$ cat src/include/wdst_pkg.sv
// package for the watchdog and pll settling timer
// assumes one system clock at 20 MHz and a classic wishbone master
package wdst_pkg;

  // ==========================================================
  // register offsets (byte addresses)
  localparam logic [7:0] WDST_OFS_COUNTER = 8'h00;
  localparam logic [7:0] WDST_OFS_CTRL_STATUS = 8'h04;
  localparam logic [7:0] WDST_OFS_FREQ = 8'h08;
  localparam logic [7:0] WDST_OFS_STATUS = 8'h0c;

  // ==========================================================
  // write keys and field positions
  localparam logic [7:0] WDST_KEY_COUNTER = 8'h5a;
  localparam logic [7:0] WDST_KEY_CTRL = 8'ha5;
  localparam logic [3:0] WDST_SEL_WORD16 = 4'h3;
  localparam int WDST_POS_MULT = 8;
  localparam int WDST_POS_CORE_DIV = 4;
  localparam int WDST_POS_PERIPH_DIV = 0;

  // ==========================================================
  // values after power-on reset
  localparam logic [7:0] WDST_RST_COUNTER = 8'h00;
  localparam logic [7:0] WDST_RST_CTRL = 8'h00;
  localparam logic [1:0] WDST_RST_MULT = 2'h0;
  localparam logic [1:0] WDST_RST_CORE_DIV = 2'h0;
  localparam logic [1:0] WDST_RST_PERIPH_DIV = 2'h3;
  localparam logic [7:0] WDST_COUNT_MAX = 8'hff;

  // ==========================================================
  // prescaler masks for the eight count clock divisions
  localparam int WDST_PRE_BITS = 12;
  localparam logic [7:0][11:0] WDST_PRE_MASK = {
    12'hfff, 12'h3ff, 12'h0ff, 12'h03f, 12'h01f, 12'h00f, 12'h003, 12'h000
  };

  // ==========================================================
  // carriers
  typedef struct packed {
    logic run;
    logic mode;
    logic reset_kind_select;
    logic watchdog_overflow_flag;
    logic interval_overflow_flag;
    logic [2:0] cks;
  } wdst_csr_type;

  typedef struct packed {
    logic cyc;
    logic stb;
    logic we;
    logic [7:0] adr;
    logic [3:0] sel;
    logic [31:0] dat;
  } wdst_wb_req_type;

  typedef struct packed {
    logic ack;
    logic [31:0] dat;
  } wdst_wb_rsp_type;

endpackage : wdst_pkg

$ cat src/logic/wdst_prescaler.sv
// count clock prescaler for the watchdog counter
// assumes step is a one-cycle peripheral clock enable
`timescale 1ns/1ps

module wdst_prescaler
(
  input wire logic clk_sys,
  input wire logic reset,
  input wire logic step,
  input wire logic [2:0] count_clock_select,
  output logic tick
);

  typedef struct packed {
    logic [11:0] pre;
  } wdst_pre_state_type;

  wdst_pre_state_type st_r;
  wdst_pre_state_type st_nxt;
  logic [11:0] mask;

  always_comb
  begin
    st_nxt = st_r;
    mask = wdst_pkg::WDST_PRE_MASK[count_clock_select];
    tick = step && ((st_r.pre & mask) == mask); // [RULE13]
    if (step)
    begin
      st_nxt.pre = st_r.pre + 12'h001;
    end
  end

  always_ff @(posedge clk_sys or posedge reset)
  begin
    if (reset)
    begin
      st_r <= '0;
    end
    else
    begin
      st_r <= st_nxt;
    end
  end

endmodule : wdst_prescaler

$ cat src/logic/wdst_timer.sv
// watchdog / interval timer that also times pll settling
// assumes reset is the power-on reset pin; internal resets are outputs only
`timescale 1ns/1ps

// What this block does
// RULE1: pll multiply ratio is one after reset
// RULE2: software stops timer, loads count before change
// RULE3: new multiply ratio pauses cpu, clocks counter
// RULE4: overflow ends settling, applies clocks, stops counter
// RULE5: division-only change starts no settling count
// RULE6: division-only change applies immediately
// RULE7: core divide 00, peripheral divide 11 after reset
// RULE8: software programs only legal division ratios
// RULE9: clock mode pins sampled at power-on reset only
// RULE10: single counter on peripheral clock, two modes
// RULE11: watchdog overflow raises power-on or manual reset
// RULE12: interval overflow raises interrupt, no reset
// RULE13: eight count clocks from one to 1/4096
// RULE14: eight-bit counter, counts on selected clock
// RULE15: counter kept over own reset, cleared by pin
// RULE16: counter written by 16-bit access, key 5a
// RULE17: control written by 16-bit access, key a5
// RULE18: mode bit selects; flags set in own mode
// RULE19: reset kind bit: 0 power-on, 1 manual
// RULE20: run enable low holds count, high resumes
// RULE21: overflow from ff, counter wraps to zero
// RULE22: wrong key writes are ignored
module wdst_timer
(
  input wire logic clk_sys,
  input wire logic reset,
  input wdst_pkg::wdst_wb_req_type wb_req,
  output wdst_pkg::wdst_wb_rsp_type wb_rsp,
  input wire logic [2:0] clock_mode_pins,
  output logic [2:0] clock_mode,
  output logic [1:0] pll_multiply_ratio,
  output logic [1:0] core_clock_divide,
  output logic [1:0] periph_clock_divide,
  output logic core_clk_en,
  output logic periph_clk_en,
  output logic cpu_pause,
  output logic bus_clock_pin,
  output logic por_request,
  output logic manual_request,
  output logic interval_irq
);

  // ==========================================================
  // state
  typedef struct packed {
    logic [7:0] cnt;
    wdst_pkg::wdst_csr_type csr;
    logic [1:0] mult;
    logic [1:0] core_div;
    logic [1:0] periph_div;
    logic [1:0] applied_mult;
    logic [1:0] applied_core;
    logic [1:0] applied_periph;
    logic settle;
    logic [2:0] mode_pins;
    logic strap_taken;
    logic [1:0] core_phase;
    logic [1:0] periph_phase;
    logic bus_clk;
    logic por_req;
    logic man_req;
    logic irq;
    logic ack;
    logic [31:0] rdata;
  } wdst_state_type;

  wdst_state_type st_r;
  wdst_state_type st_nxt;

  logic req;
  logic wr;
  logic key16;
  logic wr_cnt_ok;
  logic wr_csr_ok;
  logic wr_freq;
  logic periph_pre;
  logic core_pre;
  logic count_tick;
  logic inc;
  logic ovf;
  logic [1:0] new_mult;
  logic [1:0] new_core;
  logic [1:0] new_periph;

  localparam int WDST_MULT_HI = wdst_pkg::WDST_POS_MULT + 1;
  localparam int WDST_CORE_HI = wdst_pkg::WDST_POS_CORE_DIV + 1;
  localparam int WDST_PER_HI = wdst_pkg::WDST_POS_PERIPH_DIV + 1;

  // ==========================================================
  // count clock prescaler
  wdst_prescaler i_wdst_prescaler
  (
    .clk_sys(clk_sys),
    .reset(reset),
    .step(periph_pre),
    .count_clock_select(st_r.csr.cks),
    .tick(count_tick)
  );

  // ==========================================================
  // next state
  always_comb
  begin
    st_nxt = st_r;
    req = wb_req.cyc && wb_req.stb && !st_r.ack;
    wr = req && wb_req.we;
    key16 = wb_req.sel == wdst_pkg::WDST_SEL_WORD16;
    wr_cnt_ok = wr && (wb_req.adr == wdst_pkg::WDST_OFS_COUNTER) && key16
      && (wb_req.dat[15:8] == wdst_pkg::WDST_KEY_COUNTER); // [RULE16] [RULE22]
    wr_csr_ok = wr && (wb_req.adr == wdst_pkg::WDST_OFS_CTRL_STATUS) && key16
      && (wb_req.dat[15:8] == wdst_pkg::WDST_KEY_CTRL); // [RULE17] [RULE22]
    wr_freq = wr && (wb_req.adr == wdst_pkg::WDST_OFS_FREQ) && (wb_req.sel[1:0] != 2'h0);
    new_mult = wb_req.sel[1] ? wb_req.dat[WDST_MULT_HI:wdst_pkg::WDST_POS_MULT] : st_r.mult;
    new_core = wb_req.sel[0] ? wb_req.dat[WDST_CORE_HI:wdst_pkg::WDST_POS_CORE_DIV] : st_r.core_div;
    new_periph = wb_req.sel[0] ? wb_req.dat[WDST_PER_HI:wdst_pkg::WDST_POS_PERIPH_DIV] : st_r.periph_div;

    // peripheral and core clock enables from the applied ratios
    periph_pre = st_r.periph_phase == st_r.applied_periph;
    core_pre = st_r.core_phase == st_r.applied_core;
    st_nxt.periph_phase = periph_pre ? 2'h0 : st_r.periph_phase + 2'h1;
    st_nxt.core_phase = core_pre ? 2'h0 : st_r.core_phase + 2'h1;
    st_nxt.bus_clk = !st_r.bus_clk; // [RULE3]

    // clock mode straps caught once after power-on reset release
    if (!st_r.strap_taken)
    begin
      st_nxt.mode_pins = clock_mode_pins; // [RULE9]
      st_nxt.strap_taken = 1'b1;
    end

    // counter
    inc = count_tick && (st_r.csr.run || st_r.settle); // [RULE3] [RULE10] [RULE14] [RULE20]
    ovf = inc && (st_r.cnt == wdst_pkg::WDST_COUNT_MAX); // [RULE21]
    st_nxt.por_req = 1'b0;
    st_nxt.man_req = 1'b0;
    st_nxt.irq = 1'b0;
    if (wr_cnt_ok)
    begin
      st_nxt.cnt = wb_req.dat[7:0];
    end
    else if (inc)
    begin
      st_nxt.cnt = st_r.cnt + 8'h01; // [RULE21]
    end

    // control/status write; flags clear on 0, an overflow this cycle wins
    if (wr_csr_ok)
    begin
      st_nxt.csr = wb_req.dat[7:0];
      st_nxt.csr.watchdog_overflow_flag = st_r.csr.watchdog_overflow_flag && wb_req.dat[4];
      st_nxt.csr.interval_overflow_flag = st_r.csr.interval_overflow_flag && wb_req.dat[3];
    end

    if (ovf && !wr_cnt_ok)
    begin
      if (st_r.settle)
      begin
        st_nxt.settle = 1'b0; // [RULE4]
        st_nxt.applied_mult = st_r.mult;
        st_nxt.applied_core = st_r.core_div;
        st_nxt.applied_periph = st_r.periph_div;
        st_nxt.core_phase = 2'h0;
        st_nxt.periph_phase = 2'h0;
      end
      else if (st_r.csr.mode)
      begin
        st_nxt.csr.watchdog_overflow_flag = 1'b1; // [RULE18]
        st_nxt.por_req = !st_r.csr.reset_kind_select; // [RULE11] [RULE19]
        st_nxt.man_req = st_r.csr.reset_kind_select;
      end
      else
      begin
        st_nxt.csr.interval_overflow_flag = 1'b1; // [RULE18]
        st_nxt.irq = 1'b1; // [RULE12]
      end
    end

    // frequency control write
    if (wr_freq && !st_r.settle)
    begin
      st_nxt.mult = new_mult;
      st_nxt.core_div = new_core;
      st_nxt.periph_div = new_periph;
      if (new_mult != st_r.mult)
      begin
        st_nxt.settle = 1'b1; // [RULE3]
      end
      else
      begin
        st_nxt.applied_core = new_core; // [RULE5] [RULE6]
        st_nxt.applied_periph = new_periph;
        st_nxt.core_phase = 2'h0;
        st_nxt.periph_phase = 2'h0;
      end
    end

    // bus answer, one cycle after the request, dropped the next cycle
    st_nxt.ack = req;
    st_nxt.rdata = 32'h0000_0000;
    if (req && !wb_req.we)
    begin
      unique case (wb_req.adr)
        wdst_pkg::WDST_OFS_COUNTER: st_nxt.rdata = {24'h00_0000, st_r.cnt};
        wdst_pkg::WDST_OFS_CTRL_STATUS: st_nxt.rdata = {24'h00_0000, st_r.csr};
        wdst_pkg::WDST_OFS_FREQ: st_nxt.rdata = {22'h00_0000, st_r.mult, 2'h0, st_r.core_div,
          2'h0, st_r.periph_div};
        wdst_pkg::WDST_OFS_STATUS: st_nxt.rdata = {20'h0_0000, st_r.mode_pins, st_r.settle,
          2'h0, st_r.applied_mult, 2'h0, st_r.applied_core};
        default: st_nxt.rdata = 32'h0000_0000;
      endcase
    end
  end

  // ==========================================================
  // registers; cleared only by the power-on reset pin
  always_ff @(posedge clk_sys or posedge reset)
  begin
    if (reset)
    begin
      st_r <= '0;
      st_r.cnt <= wdst_pkg::WDST_RST_COUNTER; // [RULE15]
      st_r.csr <= wdst_pkg::WDST_RST_CTRL;
      st_r.mult <= wdst_pkg::WDST_RST_MULT; // [RULE1]
      st_r.applied_mult <= wdst_pkg::WDST_RST_MULT;
      st_r.core_div <= wdst_pkg::WDST_RST_CORE_DIV; // [RULE7]
      st_r.applied_core <= wdst_pkg::WDST_RST_CORE_DIV;
      st_r.periph_div <= wdst_pkg::WDST_RST_PERIPH_DIV;
      st_r.applied_periph <= wdst_pkg::WDST_RST_PERIPH_DIV;
    end
    else
    begin
      st_r <= st_nxt;
    end
  end

  // ==========================================================
  // outputs
  assign wb_rsp.ack = st_r.ack;
  assign wb_rsp.dat = st_r.rdata;
  assign clock_mode = st_r.mode_pins;
  assign pll_multiply_ratio = st_r.applied_mult;
  assign core_clock_divide = st_r.applied_core;
  assign periph_clock_divide = st_r.applied_periph;
  assign core_clk_en = core_pre && !st_r.settle; // [RULE3]
  assign periph_clk_en = periph_pre && !st_r.settle;
  assign cpu_pause = st_r.settle;
  assign bus_clock_pin = st_r.bus_clk;
  assign por_request = st_r.por_req;
  assign manual_request = st_r.man_req;
  assign interval_irq = st_r.irq;
endmodule : wdst_timer

$ cat config.mk
export PLATFORM = sky130hd
export DESIGN_NAME = wdst_timer
export DESIGN_NICKNAME = d
export VERILOG_FILES = /design/src/include/wdst_pkg.sv /design/src/logic/wdst_prescaler.sv /design/src/logic/wdst_timer.sv
export SDC_FILE = /design/constraint.sdc
export NUM_CORES = 1
export LEC_CHECK = 0
export ABC_AREA = 0
export BUFFER_PORTS_ARGS = -buffer_cell sky130_fd_sc_hd__buf_2
export CORE_UTILIZATION = 45
export DETAILED_ROUTE_END_ITERATION = 6
export PLACE_DENSITY_LB_ADDON = 0.08
export SLEW_MARGIN = 20
export SYNTH_ARGS = -nofsm -noshare
export SYNTH_HDL_FRONTEND = slang
export SYNTH_SLANG_ARGS = --single-unit
$ cat constraint.sdc
create_clock -name clk_sys -period 3 [get_ports clk_sys]
set_input_delay 0.3 -clock clk_sys [delete_from_list [all_inputs] [get_ports clk_sys]]
set_output_delay 0.3 -clock clk_sys [all_outputs]
set_load 0.02 [all_outputs]
==> results.txt <==
----------------------------------------------------
[Finish]
  Filler cells ... 682
  Most frequent standard cell in the layout excluding fill and tap cells ... buf_2
  Leading cell types in the layout, fill and taps excluded ... 64 x buf_2, 62 x dfrtp_1, 23 x nand2_1
  Post-route cell area ... 3880 sq um
  Net count of the finished layout ... 423
  Layout cell share with drive strength beyond 1 ... 0.318
  Area used by sequential logic in the layout ... 1660 sq um
  Area taken by multi-input logic gates ... 1490 sq um
  Diode count ... 0
  Area growth syn-to-layout ... 12.6%
  Count of non-filler cells in the finished layout ... 473

[Timing]
  Slew @ Worst Pin ... 717 ps
  Post-route clock period utilization ... 0.775
  Worst-case clock skew ... 10.5 ps
  Highest attainable clock frequency ... 430 MHz
  Minimum clock period ... 2320 ps
  Worst rel slew slack ... 0.521
  Setup repair after global routing missed its margin ... false
  Final total negative setup slack ... 0 ps
  Final Max Slew Viols ... 0
  Count of final setup violators ... 0
  Final hold violation count ... 0

[Job]
  Max-cap violations ... 0

[Place]
  Global placement routability congestion ... 0.778
  Placed inst area ... 3660 sq um
  Total instance count after detailed placement ... 457
  Count of port buffers added during placement ... 64
  Dpl hpwl ... 5190 um

[Pwr]
  Power density over the cells ... 618 nW/um^2
  Fraction of power consumed by sequential logic ... 0.464
  Worst-case vdd ir drop ... 411 uV
  Internal power component ... 1.67 mW
  Static leakage ... 1.88 nW
  Switching part of the total power ... 0.304
  Psw ... 0.729 mW
  Logic pwr share ... 0.191
  Clk pwr share ... 0.345

[Global route]
  Leftover overflow at the end of global routing ... 0
  Global Route Usage Sum ... 0.197
  Number of global-route vias before repair ... 2,224
  Pin count of the biggest net entering global routing ... 36
  Number of antenna violations at the first check in global routing ... 0
  Wire length of the first global-routing pass ... 11,300 um

[Route]
  Number of DRC violations after detailed routing ... 0
  Vias after detailed routing ... 2,349
  Detail-routed via count per cell ... 4.97
  Number of optimization iterations in the first detailed-route pass ... 4
  Detailed Route WL ... 6990 um
  Iteration-0 DRC count of the detailed router ... 108
  Routed len/inst ... 14.8 um
  DRT antenna net count ... 0

[Clock tree]
  Number of H-tree levels ... 3
  TritonCTS clock tree ... built
  Setup bufs post-CTS ... 0
  Post-cts resize count ... 0
  Number of buffers added by the clock tree synthesis step ... 9
  Max clock buf depth ... 2
  Root Buffer Master ... clkbuf_8
  Reg clk slew, reported paths ... 80 ps
  Clk sinks ... 66
  Quantity of hold-fixing buffers added after cts ... 0
  Latest clock arrival within the worst-skew pair ... 350 ps

[Setup path]
  CP peak stage delay ... 610 ps
  Max Fanout on Critical Path ... 7
  Startpoint type of the worst setup path ... flip-flop
  Cells along the critical path ... a2bb2oi_1, a311oi_2, nand3_2, nor2_4, or4b_1, a22o_1
  Arr. time, crit path ... 2570 ps
  Critical path endpoint category ... flip-flop
  Worst EP required ... 3250 ps
  CP max stage cell ... or4b_1
  CP bufs+invs ... 0
  Kind of cell adding the most delay to the critical path ... simple AND/OR/NAND/NOR gates
  Critical path start-end classification ... flip-flop to flip-flop

[Floorplan]
  Core ar. ... 7330 sq um
  Number of standard-cell rows in the floorplan ... 31
  Die outline height ... 89.5 um
  Horizontal die dimension ... 89.5 um
  Initial standard-cell utilization of the core ... 0.470
  Total Die Area ... 8010 sq um
  Ports placed on the boundary ... 101

[Synthesis]
  Top_reg_cell synth ... dfrtp_1
  Sequential-to-total area share from yosys stat ... 0.481
  Synthesized area divided by synthesized cell count ... 10.8 sq um
  Synth warnings ... 0
  Post-synthesis sequential element count ... 66
  Gate count of the mapped netlist ... 318
  Async set-reset flop share out of synthesis ... 1.00
  Post-synthesis instance area ... 3450 sq um
  Unique cell type count in the Yosys netlist ... 48
  Number of enable-type register cells in the synthesized netlist ... 0

[Outcome]
  Run status ... complete, no violations

[Min path]
  Hold/Removal Path Class ... primary input to async pin

----------------------------------------------------
[registers in the layout (all words and copies together), names as in the netlist, 2 cells and up]
register	flops
wb_rsp	13
pll_multiply_ratio	2
st_r	27
i_wdst_prescaler.st_r	12
clock_mode	3
core_clock_divide	2
periph_clock_divide	2
[power groups by stage]
stage | Clock [mW] | Combinational, mW | Sequential (mW)
floorplan | 0 | 0.379 | 1.10
global placement | 0 | 0.458 | 1.13
detailed placement | 0 | 0.466 | 1.13
CTS | 0.849 | 0.469 | 1.11
global route | 0.893 | 0.524 | 1.13
finish | 0.827 | 0.459 | 1.11
[path summary, 6_finish.rpt]
| kind | from | endpoint | slack, ps | cells past startpoint |
|---|---|---|---|---|
| max | st_r[59] | cpu_pause | 680 | 6 |
| min in group clk_sys | wb_req[3] | st_r[69] | 170 | 3 |
| min | reset | wb_rsp[3] | 60 | 2 |
| min reg2reg | bus_clock_pin | bus_clock_pin | 420 | 1 |
| max reg2reg | st_r[59] | cpu_pause | 680 | 6 |
| max in group asynchronous | reset | st_r[53] | 2180 | 3 |
[kinds of logic after synthesis]
group                      share of synthesized area
AOI/OAI and AO/OA                             0.0715
other                                        0.00218
adders and majority gates                    0.00726
DFF                                            0.481
xor gates and xnor gates                      0.0635
muxes                                          0.106
buffers and inverters                          0.109
and+or+nand+nor                                0.160
[Yosys cell counts (all sizes together), types with 2 or more instances]
| cell type | instances | area (sq um) |
|---|---|---|
| mux4 | 4 | 93.8 |
| clkbuf | 5 | 18.8 |
| o21a | 4 | 30.0 |
| o31ai | 2 | 15.0 |
| nand2b | 3 | 18.8 |
| nor4 | 5 | 46.3 |
| mux2 | 18 | 203 |
| nor4bb | 4 | 40.0 |
| nor3 | 12 | 60.1 |
| nand2 | 23 | 86.3 |
| buf | 44 | 325 |
| mux2i | 7 | 70.1 |
| inv | 8 | 30.0 |
| o21ai | 12 | 60.1 |
| a21boi | 2 | 15.0 |
| nor2b | 2 | 12.5 |
| nor2 | 23 | 96.4 |
| xnor2 | 19 | 166 |
| and2 | 4 | 25.0 |
| conb | 2 | 7.51 |
| and3 | 6 | 38.8 |
| ha | 2 | 25.0 |
| a21oi | 2 | 10.0 |
| xor2 | 6 | 52.6 |
| dfrtp | 62 | 1550 |
| a2bb2oi | 5 | 43.8 |
| dfstp | 4 | 105 |
| nand3 | 9 | 50.1 |
| nand4 | 7 | 43.8 |
[metal layers]
layer / up-vias / global-route usage / wire [um]
met4: 0 / 0.0664 / 52
met5: - / 0 / 0
met1: 1126 / 0.269 / 3380
met3: 5 / 0.0619 / 320
li1: 1153 / - / -
met2: 65 / 0.296 / 3240
[stage by stage]
| stage | total power [mW] | setup WS [ps] | util | hold slack (ps) |
|---|---|---|---|---|
| floorplan | 1.48 | 841 | - | 417 |
| finish | 2.40 | 675 | 0.529 | 63.5 |
| detailed placement | 1.60 | 597 | 0.500 | 412 |
| global route | 2.55 | 524 | 0.529 | 106 |
| global placement | 1.58 | 651 | 0.500 | 401 |
| CTS | 2.43 | 652 | 0.529 | 78.9 |
[area by class of cell]
cell class	count	share of cell area
Clock buffer	9	0.0319
Clock inverter	7	0.0242
Inverter	8	0.00774
Multi-Input combinational cell	214	0.383
Sequential cell	66	0.427
Tap cell	99	0.0319
Timing Repair Buffer	70	0.0941
(Power assumes the default switching activity.)
